File: src/dif_pkg.sv
package dif_pkg;
  // ----------------------------------------------------------------
  // register map (byte addresses)
  // ----------------------------------------------------------------
  localparam logic [7:0] DIF_OFS_SEL_LO = 8'h00;
  localparam logic [7:0] DIF_OFS_SEL_HI = 8'h04;
  localparam logic [7:0] DIF_OFS_CTRL = 8'h08;
  localparam logic [7:0] DIF_OFS_LIMITS = 8'h0c;
  localparam logic [7:0] DIF_OFS_STATUS = 8'h10;

  // ----------------------------------------------------------------
  // values after reset
  // ----------------------------------------------------------------
  localparam logic [31:0] DIF_RST_SEL_LO = 32'h0000_0000;
  localparam logic [15:0] DIF_RST_SEL_HI = 16'h0000;
  localparam logic [7:0] DIF_RST_FREQ_SRC = 8'h00;
  localparam logic [15:0] DIF_RST_TIMER_PERIOD = 16'h000a;
  localparam logic [15:0] DIF_RST_UPPER = 16'h1770;
  localparam logic [15:0] DIF_RST_LOWER = 16'h0000;

  // ----------------------------------------------------------------
  // field positions
  // ----------------------------------------------------------------
  localparam int DIF_CTRL_PERIOD_LSB = 16;
  localparam int DIF_LIMITS_LOWER_LSB = 16;
  localparam int DIF_STATUS_LATCH1 = 6;
  localparam int DIF_STATUS_LATCH2 = 7;
  localparam int DIF_STATUS_TIMER = 8;
  localparam int DIF_STATUS_UD_LSB = 16;

  // ----------------------------------------------------------------
  // timing
  // ----------------------------------------------------------------
  localparam int DIF_CLK_MHZ = 100;
  localparam int DIF_SCAN_PERIOD_US = 5000;
  localparam int DIF_SCAN_CYCLES = DIF_SCAN_PERIOD_US * DIF_CLK_MHZ;
  localparam int DIF_TICK_PERIOD_MS = 100;
  localparam int DIF_TICK_CYCLES = DIF_TICK_PERIOD_MS * 1000 * DIF_CLK_MHZ;

  // ----------------------------------------------------------------
  // function-select codes
  // ----------------------------------------------------------------
  localparam logic [7:0] DIF_PANEL_FREQ_SRC = 8'h08;
  localparam int DIF_MAX_CODE = 99;
  localparam int DIF_EMERGENCY_STOP = 1;
  localparam int DIF_PRESET_THREE = 2;
  localparam int DIF_PRESET_TWO = 3;
  localparam int DIF_PRESET_ONE = 4;
  localparam int DIF_JOG_SPEED = 5;
  localparam int DIF_OVERHEAT = 6;
  localparam int DIF_TIMER_A = 7;
  localparam int DIF_BLOCK_ACTIVE = 8;
  localparam int DIF_FWD_JOG = 9;
  localparam int DIF_REV_JOG = 10;
  localparam int DIF_TIMER_B = 11;
  localparam int DIF_UD_CLEAR = 15;
  localparam int DIF_UD_LOAD = 16;
  localparam int DIF_UD_HOLD = 17;
  localparam int DIF_BLOCK_INACTIVE = 18;
  localparam int DIF_UD_UP = 19;
  localparam int DIF_UD_DOWN = 20;
  localparam int DIF_ALARM_CLEAR = 21;
  localparam int DIF_SET1 = 22;
  localparam int DIF_CLR1 = 23;
  localparam int DIF_SET2 = 24;
  localparam int DIF_CLR2 = 25;
  localparam int DIF_SET_BOTH = 26;
  localparam int DIF_CLR_BOTH = 27;
  localparam int DIF_TIMER_CLK = 28;
  localparam int DIF_OVERHEAT_OPEN = 30;
  localparam int DIF_AUTO_SW = 31;
  localparam int DIF_TIMER_C = 36;
  localparam int DIF_BRAKE1 = 69;
  localparam int DIF_BRAKE2 = 70;
  localparam int DIF_BRAKE3 = 71;
  localparam int DIF_SENSORLESS = 72;
  localparam int DIF_RUN = 73;
  localparam int DIF_REVERSE = 74;
  localparam int DIF_POWER_SEL = 75;
  localparam int DIF_PANEL_UP = 78;
  localparam int DIF_PANEL_DOWN = 79;
  localparam int DIF_SPEED_SW = 88;
  localparam int DIF_CTRL_SW = 89;
  localparam int DIF_BOTH_SW = 90;
  localparam int DIF_TIMER_A_INV = 91;
  localparam int DIF_TIMER_B_INV = 92;
  localparam int DIF_TIMER_C_INV = 93;
  localparam int DIF_SCALED_A = 94;
  localparam int DIF_SCALED_B = 95;
  localparam int DIF_SCALED_C = 96;
  localparam int DIF_SCALED_A_INV = 97;
  localparam int DIF_SCALED_B_INV = 98;
  localparam int DIF_SCALED_C_INV = 99;

  typedef enum logic [1:0] {
    DIF_TMR_OFF = 2'b00,
    DIF_TMR_A = 2'b01,
    DIF_TMR_B = 2'b10,
    DIF_TMR_C = 2'b11
  } dif_tmr_mode_e;
endpackage : dif_pkg

File: src/dif_top.sv
// Decided for this implementation: the placing of the registers and the AHB-Lite interface to the registers.
`timescale 1ns/1ns
module dif_top
  import dif_pkg::*;
#(
  parameter int SCAN_CYCLES = dif_pkg::DIF_SCAN_CYCLES,
  parameter int TICK_CYCLES = dif_pkg::DIF_TICK_CYCLES,
  parameter int NUM_INPUTS = 6
) (
  // clock and reset
  input wire logic CLK,
  input wire logic RSTN,
  // ahb-lite slave
  input wire logic HSEL,
  input wire logic [31:0] HADDR,
  input wire logic [1:0] HTRANS,
  input wire logic HWRITE,
  input wire logic [31:0] HWDATA,
  input wire logic HREADY,
  output logic HREADYOUT,
  output logic [31:0] HRDATA,
  output logic HRESP,
  // terminals, low when tied to the common return
  input wire logic [NUM_INPUTS-1:0] MULTI_FUNCTION_INPUT_N,
  // drive state
  input wire logic ALARM_PENDING,
  input wire logic [7:0] ANALOG_INPUT_TWO,
  // function requests
  output logic EMERGENCY_STOP,
  output logic PRESET_SPEED_ONE,
  output logic PRESET_SPEED_TWO,
  output logic PRESET_SPEED_THREE,
  output logic JOG_SPEED,
  output logic OVERHEAT_TRIP,
  output logic FORWARD_JOG_RUN,
  output logic REVERSE_JOG_RUN,
  output logic OUTPUT_BLOCK,
  output logic ALARM_CLEAR,
  output logic LATCH_ONE,
  output logic LATCH_TWO,
  output logic TIMER_OUTPUT,
  output logic AUTO_RUN_SELECT,
  output logic DC_BRAKE,
  output logic [1:0] DC_BRAKE_SOURCE,
  output logic SENSORLESS_SELECT,
  output logic RUN_COMMAND,
  output logic REVERSE_COMMAND,
  output logic POWER_CONTROL_AI3,
  output logic PANEL_FREQ_UP,
  output logic PANEL_FREQ_DOWN,
  output logic SPEED_SOURCE_SW,
  output logic CONTROL_SOURCE_SW,
  output logic [15:0] UD_COUNT
);
  import dif_pkg::*;

  // ----------------------------------------------------------------
  // registers
  // ----------------------------------------------------------------
  logic [31:0] sel_lo;
  logic [15:0] sel_hi;
  logic [7:0] frequency_source_select;
  logic [15:0] timer_period_setting;
  logic [15:0] upper_frequency_limit;
  logic [15:0] lower_frequency_limit;
  logic [7:0] sel [0:NUM_INPUTS-1];
  logic [NUM_INPUTS-1:0] active;
  logic wr_pend;
  logic rd_pend;
  logic [7:0] acc_addr;

  assign sel[0] = sel_lo[7:0];
  assign sel[1] = sel_lo[15:8];
  assign sel[2] = sel_lo[23:16];
  assign sel[3] = sel_lo[31:24];
  assign sel[4] = sel_hi[7:0];
  assign sel[5] = sel_hi[15:8];

  wire addr_ok = HSEL & HTRANS[1] & HREADY;

  // writes are zero-wait; reads take one wait state so that a read
  // straight after a write to the same word sees the new value
  always_ff @(posedge CLK) begin
    if (!RSTN) begin
      wr_pend <= 1'b0;
      rd_pend <= 1'b0;
      acc_addr <= 8'h00;
      HREADYOUT <= 1'b1;
    end else begin
      wr_pend <= addr_ok & HWRITE;
      rd_pend <= addr_ok & ~HWRITE;
      if (addr_ok) begin
        acc_addr <= {HADDR[7:2], 2'b00};
      end
      HREADYOUT <= ~(addr_ok & ~HWRITE);
    end
  end

  always_ff @(posedge CLK) begin
    if (!RSTN) begin
      sel_lo <= DIF_RST_SEL_LO;
      sel_hi <= DIF_RST_SEL_HI;
      frequency_source_select <= DIF_RST_FREQ_SRC;
      timer_period_setting <= DIF_RST_TIMER_PERIOD;
      upper_frequency_limit <= DIF_RST_UPPER;
      lower_frequency_limit <= DIF_RST_LOWER;
    end else if (wr_pend) begin
      case (acc_addr)
        DIF_OFS_SEL_LO: sel_lo <= HWDATA;
        DIF_OFS_SEL_HI: sel_hi <= HWDATA[15:0];
        DIF_OFS_CTRL: begin
          frequency_source_select <= HWDATA[7:0];
          timer_period_setting <= HWDATA[DIF_CTRL_PERIOD_LSB +: 16];
        end
        DIF_OFS_LIMITS: begin
          upper_frequency_limit <= HWDATA[15:0];
          lower_frequency_limit <= HWDATA[DIF_LIMITS_LOWER_LSB +: 16];
        end
        default: begin
        end
      endcase
    end
  end

  always_ff @(posedge CLK) begin
    if (!RSTN) begin
      HRDATA <= 32'h0000_0000;
    end else if (rd_pend) begin
      case (acc_addr)
        DIF_OFS_SEL_LO: HRDATA <= sel_lo;
        DIF_OFS_SEL_HI: HRDATA <= {16'h0000, sel_hi};
        DIF_OFS_CTRL: HRDATA <= {timer_period_setting, 8'h00, frequency_source_select};
        DIF_OFS_LIMITS: HRDATA <= {lower_frequency_limit, upper_frequency_limit};
        DIF_OFS_STATUS: HRDATA <= {UD_COUNT, 7'h00, TIMER_OUTPUT, LATCH_TWO, LATCH_ONE,
          active};
        default: HRDATA <= 32'h0000_0000;
      endcase
    end
  end

  always_ff @(posedge CLK) begin
    if (!RSTN) begin
      HRESP <= 1'b0;
    end else begin
      HRESP <= 1'b0;
    end
  end

  // ----------------------------------------------------------------
  // terminal sampling
  // ----------------------------------------------------------------
  logic [NUM_INPUTS-1:0] pin_meta;
  logic [NUM_INPUTS-1:0] pin_sync;
  logic [31:0] scan_cnt;
  logic scan_tick;
  logic [31:0] tick_cnt;
  logic base_tick;

  always_ff @(posedge CLK) begin
    if (!RSTN) begin
      pin_meta <= '1;
      pin_sync <= '1;
    end else begin
      pin_meta <= MULTI_FUNCTION_INPUT_N;
      pin_sync <= pin_meta;
    end
  end

  always_ff @(posedge CLK) begin
    if (!RSTN) begin
      scan_cnt <= 32'h0000_0000;
      scan_tick <= 1'b0;
    end else begin
      scan_tick <= (scan_cnt == 32'(SCAN_CYCLES - 1));
      scan_cnt <= (scan_cnt == 32'(SCAN_CYCLES - 1)) ? 32'h0000_0000 : scan_cnt + 32'h1;
    end
  end

  always_ff @(posedge CLK) begin
    if (!RSTN) begin
      active <= '0;
    end else if (scan_tick) begin
      active <= ~pin_sync;
    end
  end

  // 0.1 s time base for the timer block
  always_ff @(posedge CLK) begin
    if (!RSTN) begin
      tick_cnt <= 32'h0000_0000;
      base_tick <= 1'b0;
    end else begin
      base_tick <= (tick_cnt == 32'(TICK_CYCLES - 1));
      tick_cnt <= (tick_cnt == 32'(TICK_CYCLES - 1)) ? 32'h0000_0000 : tick_cnt + 32'h1;
    end
  end

  // ----------------------------------------------------------------
  // function decode
  // ----------------------------------------------------------------
  // everything the decode reads is an argument, so every assign that calls it
  // wakes up when a select or a sampled level moves
  function automatic logic code_hit(input logic [NUM_INPUTS-1:0] match,
    input logic [NUM_INPUTS-1:0] lvl, input logic level);
    logic r;
    r = 1'b0;
    for (int i = 0; i < NUM_INPUTS; i++) begin
      if (match[i] && lvl[i] == level) begin
        r = 1'b1;
      end
    end
    return r;
  endfunction : code_hit

  logic [DIF_MAX_CODE:0] on_hit;
  logic [DIF_MAX_CODE:0] off_hit;

  // code 0 and every code below left out of the outputs never act
  assign on_hit[0] = 1'b0;
  assign off_hit[0] = 1'b0;
  generate
    for (genvar c = 1; c <= DIF_MAX_CODE; c++) begin : g_code
      logic [NUM_INPUTS-1:0] match;
      for (genvar i = 0; i < NUM_INPUTS; i++) begin : g_in
        assign match[i] = (sel[i] == 8'(c));
      end
      assign on_hit[c] = code_hit(match, active, 1'b1);
      assign off_hit[c] = code_hit(match, active, 1'b0);
    end
  endgenerate

  always_ff @(posedge CLK) begin
    if (!RSTN) begin
      EMERGENCY_STOP <= 1'b0;
      PRESET_SPEED_ONE <= 1'b0;
      PRESET_SPEED_TWO <= 1'b0;
      PRESET_SPEED_THREE <= 1'b0;
      JOG_SPEED <= 1'b0;
      OVERHEAT_TRIP <= 1'b0;
      FORWARD_JOG_RUN <= 1'b0;
      REVERSE_JOG_RUN <= 1'b0;
      OUTPUT_BLOCK <= 1'b0;
      ALARM_CLEAR <= 1'b0;
      AUTO_RUN_SELECT <= 1'b0;
      SENSORLESS_SELECT <= 1'b0;
      RUN_COMMAND <= 1'b0;
      REVERSE_COMMAND <= 1'b0;
      POWER_CONTROL_AI3 <= 1'b0;
      PANEL_FREQ_UP <= 1'b0;
      PANEL_FREQ_DOWN <= 1'b0;
      SPEED_SOURCE_SW <= 1'b0;
      CONTROL_SOURCE_SW <= 1'b0;
    end else begin
      EMERGENCY_STOP <= on_hit[DIF_EMERGENCY_STOP];
      PRESET_SPEED_THREE <= on_hit[DIF_PRESET_THREE];
      PRESET_SPEED_TWO <= on_hit[DIF_PRESET_TWO];
      PRESET_SPEED_ONE <= on_hit[DIF_PRESET_ONE];
      JOG_SPEED <= on_hit[DIF_JOG_SPEED];
      OVERHEAT_TRIP <= on_hit[DIF_OVERHEAT] | off_hit[DIF_OVERHEAT_OPEN];
      FORWARD_JOG_RUN <= on_hit[DIF_FWD_JOG];
      REVERSE_JOG_RUN <= on_hit[DIF_REV_JOG];
      OUTPUT_BLOCK <= on_hit[DIF_BLOCK_ACTIVE] | off_hit[DIF_BLOCK_INACTIVE];
      ALARM_CLEAR <= on_hit[DIF_ALARM_CLEAR] & ALARM_PENDING;
      AUTO_RUN_SELECT <= on_hit[DIF_AUTO_SW];
      SENSORLESS_SELECT <= on_hit[DIF_SENSORLESS];
      RUN_COMMAND <= on_hit[DIF_RUN];
      REVERSE_COMMAND <= on_hit[DIF_REVERSE];
      POWER_CONTROL_AI3 <= on_hit[DIF_POWER_SEL];
      PANEL_FREQ_UP <= on_hit[DIF_PANEL_UP] &
        (frequency_source_select == DIF_PANEL_FREQ_SRC);
      PANEL_FREQ_DOWN <= on_hit[DIF_PANEL_DOWN] &
        (frequency_source_select == DIF_PANEL_FREQ_SRC);
      SPEED_SOURCE_SW <= on_hit[DIF_SPEED_SW] | on_hit[DIF_BOTH_SW];
      CONTROL_SOURCE_SW <= on_hit[DIF_CTRL_SW] | on_hit[DIF_BOTH_SW];
    end
  end

  // lowest-numbered brake code wins when several ask at once
  always_ff @(posedge CLK) begin
    if (!RSTN) begin
      DC_BRAKE <= 1'b0;
      DC_BRAKE_SOURCE <= 2'h0;
    end else begin
      DC_BRAKE <= on_hit[DIF_BRAKE1] | on_hit[DIF_BRAKE2] | on_hit[DIF_BRAKE3];
      if (on_hit[DIF_BRAKE1]) begin
        DC_BRAKE_SOURCE <= 2'h0;
      end else if (on_hit[DIF_BRAKE2]) begin
        DC_BRAKE_SOURCE <= 2'h1;
      end else if (on_hit[DIF_BRAKE3]) begin
        DC_BRAKE_SOURCE <= 2'h2;
      end
    end
  end

  // ----------------------------------------------------------------
  // latches and up/down counter
  // ----------------------------------------------------------------
  wire set_one = on_hit[DIF_SET1] | on_hit[DIF_SET_BOTH];
  wire clr_one = on_hit[DIF_CLR1] | on_hit[DIF_CLR_BOTH];
  wire set_two = on_hit[DIF_SET2] | on_hit[DIF_SET_BOTH];
  wire clr_two = on_hit[DIF_CLR2] | on_hit[DIF_CLR_BOTH];

  // set beats clear when both are asserted
  always_ff @(posedge CLK) begin
    if (!RSTN) begin
      LATCH_ONE <= 1'b0;
      LATCH_TWO <= 1'b0;
    end else begin
      LATCH_ONE <= set_one | (LATCH_ONE & ~clr_one);
      LATCH_TWO <= set_two | (LATCH_TWO & ~clr_two);
    end
  end

  // one step per scan; the ramp rate itself belongs to the drive
  always_ff @(posedge CLK) begin
    if (!RSTN) begin
      UD_COUNT <= DIF_RST_LOWER;
    end else if (scan_tick) begin
      if (on_hit[DIF_UD_CLEAR]) begin
        UD_COUNT <= lower_frequency_limit;
      end else if (on_hit[DIF_UD_LOAD]) begin
        UD_COUNT <= upper_frequency_limit;
      end else if (on_hit[DIF_UD_HOLD]) begin
        UD_COUNT <= UD_COUNT;
      end else if (on_hit[DIF_UD_UP] && !on_hit[DIF_UD_DOWN]) begin
        if (UD_COUNT < upper_frequency_limit) begin
          UD_COUNT <= UD_COUNT + 16'h1;
        end
      end else if (on_hit[DIF_UD_DOWN] && !on_hit[DIF_UD_UP]) begin
        if (UD_COUNT > lower_frequency_limit) begin
          UD_COUNT <= UD_COUNT - 16'h1;
        end
      end
    end
  end

  // ----------------------------------------------------------------
  // shared timer/counter block
  // ----------------------------------------------------------------
  function automatic logic assigned(input logic [DIF_MAX_CODE:0] used, input int a,
    input int b, input int c, input int d);
    return used[a] | used[b] | used[c] | used[d];
  endfunction : assigned

  wire trig_a = on_hit[DIF_TIMER_A] | off_hit[DIF_TIMER_A_INV] | on_hit[DIF_SCALED_A] |
    off_hit[DIF_SCALED_A_INV];
  wire trig_b = on_hit[DIF_TIMER_B] | off_hit[DIF_TIMER_B_INV] | on_hit[DIF_SCALED_B] |
    off_hit[DIF_SCALED_B_INV];
  wire trig_c = on_hit[DIF_TIMER_C] | off_hit[DIF_TIMER_C_INV] | on_hit[DIF_SCALED_C] |
    off_hit[DIF_SCALED_C_INV];
  wire scaled = |(on_hit[DIF_SCALED_C_INV:DIF_SCALED_A] |
    off_hit[DIF_SCALED_C_INV:DIF_SCALED_A]);
  wire counter_mode = on_hit[DIF_TIMER_CLK] | off_hit[DIF_TIMER_CLK];
  wire [DIF_MAX_CODE:0] code_used = on_hit | off_hit;

  dif_tmr_mode_e tmr_mode;
  logic tmr_trig;
  logic trig_prev;
  logic clk_prev;
  logic [23:0] tmr_cnt;
  logic [23:0] tmr_target;
  logic tmr_step;

  // only one timer type can own the block; A beats B beats C
  always_comb begin
    tmr_mode = DIF_TMR_OFF;
    tmr_trig = 1'b0;
    if (assigned(code_used, DIF_TIMER_A, DIF_TIMER_A_INV, DIF_SCALED_A,
        DIF_SCALED_A_INV)) begin
      tmr_mode = DIF_TMR_A;
      tmr_trig = trig_a;
    end else if (assigned(code_used, DIF_TIMER_B, DIF_TIMER_B_INV, DIF_SCALED_B,
        DIF_SCALED_B_INV)) begin
      tmr_mode = DIF_TMR_B;
      tmr_trig = trig_b;
    end else if (assigned(code_used, DIF_TIMER_C, DIF_TIMER_C_INV, DIF_SCALED_C,
        DIF_SCALED_C_INV)) begin
      tmr_mode = DIF_TMR_C;
      tmr_trig = trig_c;
    end
  end

  assign tmr_target = scaled ? (24'(timer_period_setting) * 24'(ANALOG_INPUT_TWO)) :
    24'(timer_period_setting);
  // counter mode swaps the time base for edges on the clock input
  assign tmr_step = counter_mode ? (on_hit[DIF_TIMER_CLK] & ~clk_prev) : base_tick;

  always_ff @(posedge CLK) begin
    if (!RSTN) begin
      clk_prev <= 1'b0;
      trig_prev <= 1'b0;
    end else begin
      clk_prev <= on_hit[DIF_TIMER_CLK];
      trig_prev <= tmr_trig;
    end
  end

  always_ff @(posedge CLK) begin
    if (!RSTN) begin
      TIMER_OUTPUT <= 1'b0;
      tmr_cnt <= 24'h00_0000;
    end else begin
      case (tmr_mode)
        DIF_TMR_A: begin
          if (tmr_trig) begin
            TIMER_OUTPUT <= 1'b1;
            tmr_cnt <= 24'h00_0000;
          end else if (TIMER_OUTPUT) begin
            if (tmr_cnt >= tmr_target) begin
              TIMER_OUTPUT <= 1'b0;
            end else if (tmr_step) begin
              tmr_cnt <= tmr_cnt + 24'h1;
            end
          end
        end
        DIF_TMR_B: begin
          if (!tmr_trig) begin
            TIMER_OUTPUT <= 1'b0;
            tmr_cnt <= 24'h00_0000;
          end else if (tmr_cnt >= tmr_target) begin
            TIMER_OUTPUT <= 1'b1;
          end else if (tmr_step) begin
            tmr_cnt <= tmr_cnt + 24'h1;
          end
        end
        DIF_TMR_C: begin
          if (tmr_trig && !trig_prev) begin
            TIMER_OUTPUT <= 1'b1;
            tmr_cnt <= 24'h00_0000;
          end else if (TIMER_OUTPUT) begin
            if (tmr_cnt >= tmr_target) begin
              TIMER_OUTPUT <= 1'b0;
            end else if (tmr_step) begin
              tmr_cnt <= tmr_cnt + 24'h1;
            end
          end
        end
        default: begin
          TIMER_OUTPUT <= 1'b0;
          tmr_cnt <= 24'h00_0000;
        end
      endcase
    end
  end
endmodule : dif_top

File: config.mk
export PLATFORM = sky130hd
export DESIGN_NAME = dif_top
export DESIGN_NICKNAME = d
export VERILOG_FILES = /design/src/dif_pkg.sv /design/src/dif_top.sv
export SDC_FILE = /design/constraint.sdc
export NUM_CORES = 1
export LEC_CHECK = 0
export BUFFER_PORTS_ARGS = -buffer_cell sky130_fd_sc_hd__buf_2
export CORE_MARGIN = 2
export CORE_UTILIZATION = 36
export DETAILED_ROUTE_END_ITERATION = 16
export HOLD_SLACK_MARGIN = 0.03
export MAX_ROUTING_LAYER = met4
export PLACE_DENSITY_LB_ADDON = 0.12
export SLEW_MARGIN = 10
export SYNTH_ARGS = -nofsm -noshare
export SYNTH_HDL_FRONTEND = slang
export SYNTH_SLANG_ARGS = --single-unit
File: constraint.sdc
create_clock -name CLK -period 18.5 [get_ports CLK]
set_input_delay 2.775 -clock CLK [delete_from_list [all_inputs] [get_ports CLK]]
set_output_delay 2.775 -clock CLK [all_outputs]
set_load 0.02 [all_outputs]
# After elaboration in Yosys (flattened, before gate mapping)
# Cells that the tools add are included.
op_classes:
  magnitude_cmp: 3
  n_eq_ne: 607
  muxes: 1220
  n_reduce_logical: 1208
  add_sub_neg: 5
  n_bitwise: 56
  n_mul: 1
op_table:
  columns: ["cell", "count"]
  rows:
  - ["$eq A8 B7 Y1 const B", 216]
  - ["$eq A8 B6 Y1 const B", 192]
  - ["$mux W1", 1200]
  - ["$logic_and A1 B1 Y1", 1191]
  - ["$eq A8 B5 Y1 const B", 96]
  - ["$eq A8 B4 Y1 const B", 49]
  - ["$eq A8 B3 Y1 const B", 24]
  - ["$mux W24", 7]
  - ["$pmux W32 S5", 1]
  - ["$mux W16", 7]
  - ["$or A100 B100 Y100", 1]
  - ["$eq A8 B2 Y1 const B", 12]
  - ["$pmux W24 S3", 1]
  - ["$add A32 B1 Y32 const B", 2]
  - ["$eq A8 B1 Y1 const B", 6]
  - ["$eq A32 B19 Y1 const B", 1]
  - ["$eq A32 B24 Y1 const B", 1]
  - ["$or A1 B1 Y1", 31]
  - ["$add A24 B1 Y24 const B", 1]
  - ["$ge A24 B24 Y1", 1]
  - ["$mul A16 B8 Y24", 1]
  - ["$add A16 B1 Y16 const B", 1]
  - ["$gt A16 B16 Y1", 1]
  - ["$lt A16 B16 Y1", 1]
  - ["23 further kinds", 56]
totals:
  out_inout_bits: 75
  input_bits: 86
  elab_cells: 3147
  register_bits: 296

# Logic depth before layout (Yosys ltp)
# Gate-level depths: netlist of run 1.
logic_depth:
  word_depth: 18
  depth_mapped: 30
  mapped_depth_nobuf: 29

# Worst setup path after synthesis of run 1
# No wires, ideal clock.
synth_path:
  path_kind: "in2reg"
  start: "input port ANALOG_INPUT_TWO[7]"
  end: "register tmr_cnt[19]"
  required_time_ns: 18.412
  setup_time_ns: 0.088
  path_buffers: 1
  arrival_time_ns: 9.804
  setup_slack_ns: 8.607
  stages: 28
  cell_sequence: "clkbuf_1 -> nand2_1 -> fa_1 -> fa_1 -> inv_1 -> fa_1 -> inv_1 -> fa_1 -> inv_1 -> ha_1 -> or2_2 -> a21oi_1 -> a211oi_1 -> o31ai_1 -> o211ai_1 -> a21oi_1 -> xnor2_1 -> nand2b_1 -> ha_1 -> a21o_1 -> a211o_1 -> nor2_1 -> nand2_1 -> o31ai_1 -> o21ai_1 -> nor4_1 -> a31oi_1 -> a311oi_2"
synth_via:
  elab_chain_cells: 7
  word_cells_on_any_way: 9
  cone_classes: "mul (1); order compare (1); mux (7)"
synth_rtl:
  columns: ["item", "line", "rtl"]
  rows:
  - ["start, declared", "dif_top.sv:27", "input wire logic [7:0] ANALOG_INPUT_TWO,"]
  - ["$mul A16 B8 Y24 (*)", "dif_top.sv:383", "assign tmr_target = scaled ? (24'(timer_period_setting) * 24'(ANALOG_INPUT_TWO)) :"]
  - ["$mux W24 (*)", "dif_top.sv:383", null]
  - ["$ge A24 B24 Y1 (*)", "dif_top.sv:409, dif_top.sv:420, dif_top.sv:431", null]
  - ["$mux W24 (*)", null, null]
  - ["$mux W24", null, null]
  - ["$mux W24, on equally long branches", null, null]
  - ["$pmux W24 S3 (*)", null, null]
  - ["end signal, assigned", "dif_top.sv:412", "tmr_cnt <= tmr_cnt + 24'h1;"]
  - ["end signal, assigned", "dif_top.sv:423", "tmr_cnt <= tmr_cnt + 24'h1;"]
  - ["end signal, assigned", "dif_top.sv:434", "tmr_cnt <= tmr_cnt + 24'h1;"]
  - ["end, declared", "dif_top.sv:360", "logic [23:0] tmr_cnt;"]
# Every way passes the cells marked *; elsewhere a longest branch is shown, timed or not.
# A chain may end at the register's enable or synchronous reset.

# Worst setup path after layout of run 1
layout_path:
  start: "input port ANALOG_INPUT_TWO[4]"
  end: "register tmr_cnt[19]"
# The elaborated chain is that of the path after synthesis.

==> flow_summary.yaml, run 1 <==
run_status:
  outcome: "complete, no violations"
timing:
  clock_skew_ns: 0.0197
  max_freq_mhz: 92.8
  drv_slew: 0
  rsz0062_at_grt: "false"
  final_hold_viol_count: 0
  fin_crit_sh: 0.582
  fin_crit_ns: 10.77
  hold_ws_ns: 0.408
  tightest_slew_ns: 1.20
  setup_tns_ns: 0
  slew_headroom: 0.200
  setup_viol: 0
layout:
  fin_util: 0.407
  insertedDiodeCount: 0
  area_growth_pct: 11.8
  layout_common_cells: "402 x nand2_1, 296 x dfxtp_1, 262 x nor2_1, 233 x a21oi_1, 164 x inv_1"
  layout.nets: 3191
  layout_commonest_cell: "nand2_1"
  drive_above_1_share: 0.101
  fill_cells: 6234
global_routing:
  grt_pass1_vias: 21100
  grt-ovfl-total: 0
  grt_pass1_wl_um: 138000
  grt_antenna_before_repair: 2
  grt_usage: 0.299
  grt_max_degree: 102
cts:
  cts_inserted_buffers: 38
  h-tree-depth: 2
  clockBufferDepth: 3
  hold_buffers: 0
  post_cts_resized: 0
  cts_setup_buffers: 0
  clk_pin_slew_worst_paths_ns: 0.06
  cts_sinks: 296
  cts_tree: "done"
  cts_root_buffer: "clkbuf_16"
  worstSkewPairLatency_ns: 0.55
power:
  power_w: 0.00146
  leakage_nw: 9.50
  power.density_nw_per_um2: 59.4
  irDropWorstVdd_mv: 0.0590
synth:
  yosysTopAreaCellShare: 0.269
  synth_top_cell_by_area: "dfxtp_1"
  seq_area_frac_synth: 0.269
  syn_inst: 2863
  synth_edf_count: 0
  synth.area.top_cells: "dfxtp_1 27%, fa_1 7.7%, nand2_1 6.9%"
  synth_area_um2: 22000
  ys_warn_count: 0
  ys_async_sr_fraction: 0
  ys.flop_type: "dfxtp_1"
  synth_nets: 3151
  synth.distinct_cells: 88
  synth_seq_cells: 296
  synth.avg_cell_area_um2: 7.69
route:
  antenna_left: 0
  drt-initial-drc-count: 2318
  drc: 0
  drt_pass1_iterations: 8
  wire_per_inst_um: 25.3
  vias: 22100
  via_per_inst: 5.96
  drt_wl_total_um: 93800
critical_path:
  required_ns: 18.95
  critPathLaunch: "ANALOG_INPUT_TWO[4]"
  cp-end-kind: "flip-flop"
  worstPathArrival_ns: 11.22
  cp-start-kind: "input pin"
  path_class: "input pin to flip-flop"
  endpoint: "tmr_cnt[19]"
  r2r-end: "tmr_cnt[19]"
  slowest_stage: "nor4_2"
  cp_max_fo: 16
  crit_top_cell: "fa_1"
  r2r_cells: 26
  ff2ff_setup_slack_ns: 9.67
  slowest_delay_ns: 0.83
  r2r-start: "timer_period_setting[0]"
placed_design:
  portBuffers: 132
  place_hpwl_um: 70500
  gp_congestion: 0.987
die:
  core_area_um2: 60500
  die_w_um: 251
  rows: 90
  pin_count: 161
  start_util: 0.364
  die_h_um: 251
  dieArea_um2: 63200
hold_path:
  min_path_type: "flip-flop to flip-flop"
job:
  maxCapViolations: 0
-- area by class of cell --
| type | instances | area [um2] | share of cell area |
|---|---|---|---|
| sequential | 296 | 5930 | 0.241 |
| tap | 782 | 978 | 0.0398 |
| timing repair buffer | 182 | 1040 | 0.0424 |
| inverter | 166 | 628 | 0.0255 |
| clock buffer | 54 | 1110 | 0.0452 |
| multi-input combinational | 2219 | 14800 | 0.602 |
| clock inverter | 10 | 119 | 0.00483 |
-- metal layers --
layer	routed length, um	vias to the layer above	GRT usage	share of wire
met5	0	-	-	0
met4	4040	0	0.119	0.043
met3	7180	204	0.0503	0.077
met2	41000	952	0.454	0.44
met1	41600	10700	0.395	0.44
li1	-	10200	-	-
-- critical path: cells and delay by family --
kind,cells,cell delay [ns]
AOI/OAI and AO/OA,10,3.49
xor gates and xnor gates,1,0.14
adders and majority gates,6,2.70
buffers and inverters,4,0.55
and+or+nand+nor,6,1.54
-- flip-flops by register name, indices dropped and copies added (netlist names), 6 cells and up --
name                     cells
sel_hi                      16
pin_meta                     6
tmr_cnt                     24
upper_frequency_limit       16
sel_lo                      32
HRDATA                      32
tick_cnt                    32
acc_addr                     6
lower_frequency_limit       16
pin_sync                     6
frequency_source_select      8
scan_cnt                    32
active                       6
UD_COUNT                    16
timer_period_setting        16
-- kinds of logic (layout without fill, tap and decap cells) --
family	count (synthesis)	count (layout)	synth area share
buffers and inverters	348	412	0.0618
XOR/XNOR	82	82	0.0326
AND/OR/NAND/NOR	1289	1289	0.296
multiplexers	27	27	0.0127
adder cells (fa/ha/maj)	202	202	0.144
flip-flops	296	296	0.269
other	1	1	0.000170
AO/OA/AOI/OAI	618	618	0.184
-- cells in the mapped netlist, drive strengths merged (11+ instances only) --
master    n
or4      13
buf      28
inv     166
ha      117
a21o     24
or3      26
o21ai    61
or2      14
nand4    43
fa       85
a211oi   26
nor3     83
a222oi   17
o211ai   15
o221ai   11
nand2b   45
mux2i    20
a21oi   233
a311oi   14
nand3    92
o32ai    13
nor2    263
and2    119
nor2b    29
a31oi    27
dfxtp   296
xor2     51
clkbuf  154
xnor2    31
nor4     38
a221oi   16
nand4b   21
nor4b    17
nand2   402
and3     35
a22oi    22
o22ai    53
-- per-stage QoR --
stage                     setup WS (ns)  cells  cell area, um2
after CTS                          7.42   3708           24600
after global placement             6.99   3644           23400
after detailed placement           6.87   3644           23400
after floorplan                    8.61   2863           22000
final                              7.73   3709           24600
after global routing               7.12   3709           24600
-- how the worst min path moves through the flow --
stage          cells after the start          end  slack [ns]        start
2_1_floorplan                      1  pin_sync[0]        0.39  pin_meta[0]
3_3_place_gp                       1  pin_sync[2]        0.40  pin_meta[2]
3_5_place_dp                       1  pin_sync[3]        0.40  pin_meta[3]
4_1_cts                            1  pin_sync[5]        0.42  pin_meta[5]
5_1_grt                            1  pin_sync[2]        0.44  pin_meta[2]
6_report                           1  pin_sync[5]        0.41  pin_meta[5]
-- power by group --
| group | leakage, nW | total (W) | internal, W | switching [W] |
|---|---|---|---|---|
| combinational | 6.50 | 0.0000838 | 0.0000252 | 0.0000586 |
| sequential | 2.39 | 0.000647 | 0.000642 | 0.00000545 |
| clock | 0.608 | 0.000731 | 0.000445 | 0.000286 |
No activity file was read; power rests on OpenSTA's default activity.
==> run 2, diff against run 1 <==
Settings changed: ABC_AREA set to 1.
Clock period 18.5 ns to 9.41 ns, I/O delays scaled along.
==> run 2 against run 1 <==
Clock-buffer cell count shrank 6. Cell area up 6.6%. Sequential power is 96% higher. Area after synthesis increased by 6.5%. Clock power is 110% higher. Synthesized cell count grew 27%. Via count up 11%. Clock skew shrank 0.0021 ns. Combinational power up 140%. Critical endpoint is now tmr_cnt[18].
==> flow_summary.yaml, run 2 <==
timing:
  fin_ws_ns: 1.68
  clock_skew_ns: 0.0176
  tightest_slew_ns: 1.14
  max_freq_mhz: 129
  setup_tns_ns: 0
  drv_slew: 0
  slew_headroom: 0.223
  fin_crit_sh: 0.821
  hold_ws_ns: 0.407
  rsz0062_at_grt: "false"
  fin_crit_ns: 7.73
  final_hold_viol_count: 0
  setup_viol: 0
critical_path:
  crit_top_cell: "a21oi_1"
  cp_max_fo: 16
  cp-end-kind: "flip-flop"
  slowest_delay_ns: 0.54
  required_ns: 9.90
  path_class: "input pin to flip-flop"
  worstPathArrival_ns: 8.22
  slowest_stage: "fa_1"
  cp-start-kind: "input pin"
global_routing:
  grt_usage: 0.292
  grt_antenna_before_repair: 2
  grt-ovfl-total: 0
  grt_pass1_vias: 23600
  grt_pass1_wl_um: 146000
  grt_max_degree: 101
die:
  core_area_um2: 64500
  die_h_um: 259
  dieArea_um2: 67200
  start_util: 0.364
  rows: 93
  pin_count: 161
  die_w_um: 259
cts:
  cts_inserted_buffers: 38
  clk_pin_slew_worst_paths_ns: 0.06
  cts_tree: "done"
  clockBufferDepth: 3
  post_cts_resized: 0
  cts_root_buffer: "clkbuf_16"
  worstSkewPairLatency_ns: 0.57
  cts_setup_buffers: 0
  hold_buffers: 0
  h-tree-depth: 2
  cts_sinks: 296
synth:
  synth.distinct_cells: 66
  synth.avg_cell_area_um2: 6.46
  synth_nets: 3920
  yosys-top-cells-count: "766 x nand2_1, 545 x inv_1, 415 x nor2_1, 296 x dfxtp_1, 281 x a21oi_1"
  seq_area_frac_synth: 0.253
  syn_inst: 3632
  synth.most_common_cell: "nand2_1"
  synth.area.top_cells: "dfxtp_1 25%, nand2_1 12%, inv_1 8.7%"
  synth_edf_count: 0
  synth_top_cell_by_area: "dfxtp_1"
  synth_area_um2: 23500
  ys.flop_type: "dfxtp_1"
  ys_async_sr_fraction: 0
  yosysTopAreaCellShare: 0.253
  ys_warn_count: 0
  synth_seq_cells: 296
route:
  wire_per_inst_um: 20.9
  drt_wl_total_um: 95800
  drt_pass1_iterations: 6
  via_per_inst: 5.37
  vias: 24700
  drc: 0
  antenna_left: 0
  drt-initial-drc-count: 2151
placed_design:
  portBuffers: 132
  place_hpwl_um: 73800
  placed_area_um2: 24900
  gp_congestion: 1.06
  pre_cts_slack_ns: 1.05
layout:
  fill_cells: 7085
  layout.nets: 3991
  stdcell_area_um2: 26200
  drive_above_1_share: 0.0884
  area_growth_pct: 11.8
  layout_commonest_cell: "nand2_1"
  layout_common_cells: "766 x nand2_1, 545 x inv_1, 415 x nor2_1, 296 x dfxtp_1, 281 x a21oi_1"
power:
  leakage_nw: 12.2
  irDropWorstVdd_mv: 0.118
  power.density_nw_per_um2: 115
run_status:
  outcome: "complete, no violations"
hold_path:
  min_path_type: "flip-flop to flip-flop"
job:
  maxCapViolations: 0
## run 2: cell types whose count changed after synthesis, sizes merged, moves of 26 or more
cell and delta:
a21oi +48, and2 -118, and3 -33, clkbuf -43, inv +396, nand2 +378
nand2b -44, nand3 +184, nor2 +172, nor2b -29, o21ai +174, or3 -26
## run 2: final cells by class
class / instances / area [um2] / area share
multi-input cells: 2627 / 14800 / 0.565
flip-flops and latches: 296 / 5930 / 0.226
well taps: 855 / 1070 / 0.0408
diodes: 3 / 7.51 / 0.000286
clock buffers: 48 / 1060 / 0.0404
inverters: 567 / 2130 / 0.0811
clock inverters: 22 / 255 / 0.00973
repair buffers: 173 / 971 / 0.0370
## run 2: power by group
group	internal (W)	switching (W)
registers	0.00126	0.00000719
clock network	0.000918	0.000621
logic	0.0000559	0.000146
total	0.00224	0.000775
## run 2: per-layer routing
| layer | wire, um | up-vias | global-route usage |
|---|---|---|---|
| met5 | 0 | - | - |
| met4 | 3730 | 0 | 0.100 |
| met3 | 6740 | 199 | 0.0435 |
| met2 | 41700 | 897 | 0.448 |
| met1 | 43700 | 11500 | 0.390 |
| li1 | - | 12000 | - |
## run 2: critical path, delay by kind of cell
| kind | cells | cell delay [ns] |
|---|---|---|
| adder cells (fa/ha/maj) | 6 | 2.75 |
| AO/OA/AOI/OAI | 9 | 1.70 |
| buffers and inverters | 7 | 1.04 |
| AND/OR/NAND/NOR | 8 | 0.98 |
| XOR/XNOR | 2 | 0.31 |
## run 2: final timing paths
path / endpoint / slack [ns] / depth (start not counted) / from
worst max register to register: tmr_cnt[18] / 2.19 / 31 / timer_period_setting[2]
worst min register to register: active[0] / 0.41 / 1 / pin_sync[0]
worst min-delay path: active[0] / 0.41 / 1 / pin_sync[0]
worst max-delay path: tmr_cnt[18] / 1.68 / 32 / ANALOG_INPUT_TWO[7]
## run 2: per-stage QoR
step	total power, W	std cells	utilization
3_3_place_gp	0.00150	4518	0.387
6_report	0.00301	4591	0.407
3_5_place_dp	0.00150	4518	0.387
4_1_cts	0.00305	4588	0.407
5_1_grt	0.00313	4590	0.407
2_1_floorplan	0.00142	3632	-
## run 2: kinds of logic (layout without fill, tap and decap cells)
| kind of cell | after synthesis | after routing | synth area share |
|---|---|---|---|
| AO/OA/AOI/OAI | 691 | 691 | 0.167 |
| XOR/XNOR | 42 | 42 | 0.0157 |
| adder cells (fa/ha/maj) | 202 | 202 | 0.135 |
| buffers and inverters | 709 | 810 | 0.116 |
| flip-flops | 296 | 296 | 0.253 |
| multiplexers | 6 | 6 | 0.00256 |
| other | 1 | 4 | 0.000160 |
| AND/OR/NAND/NOR | 1685 | 1685 | 0.310 |
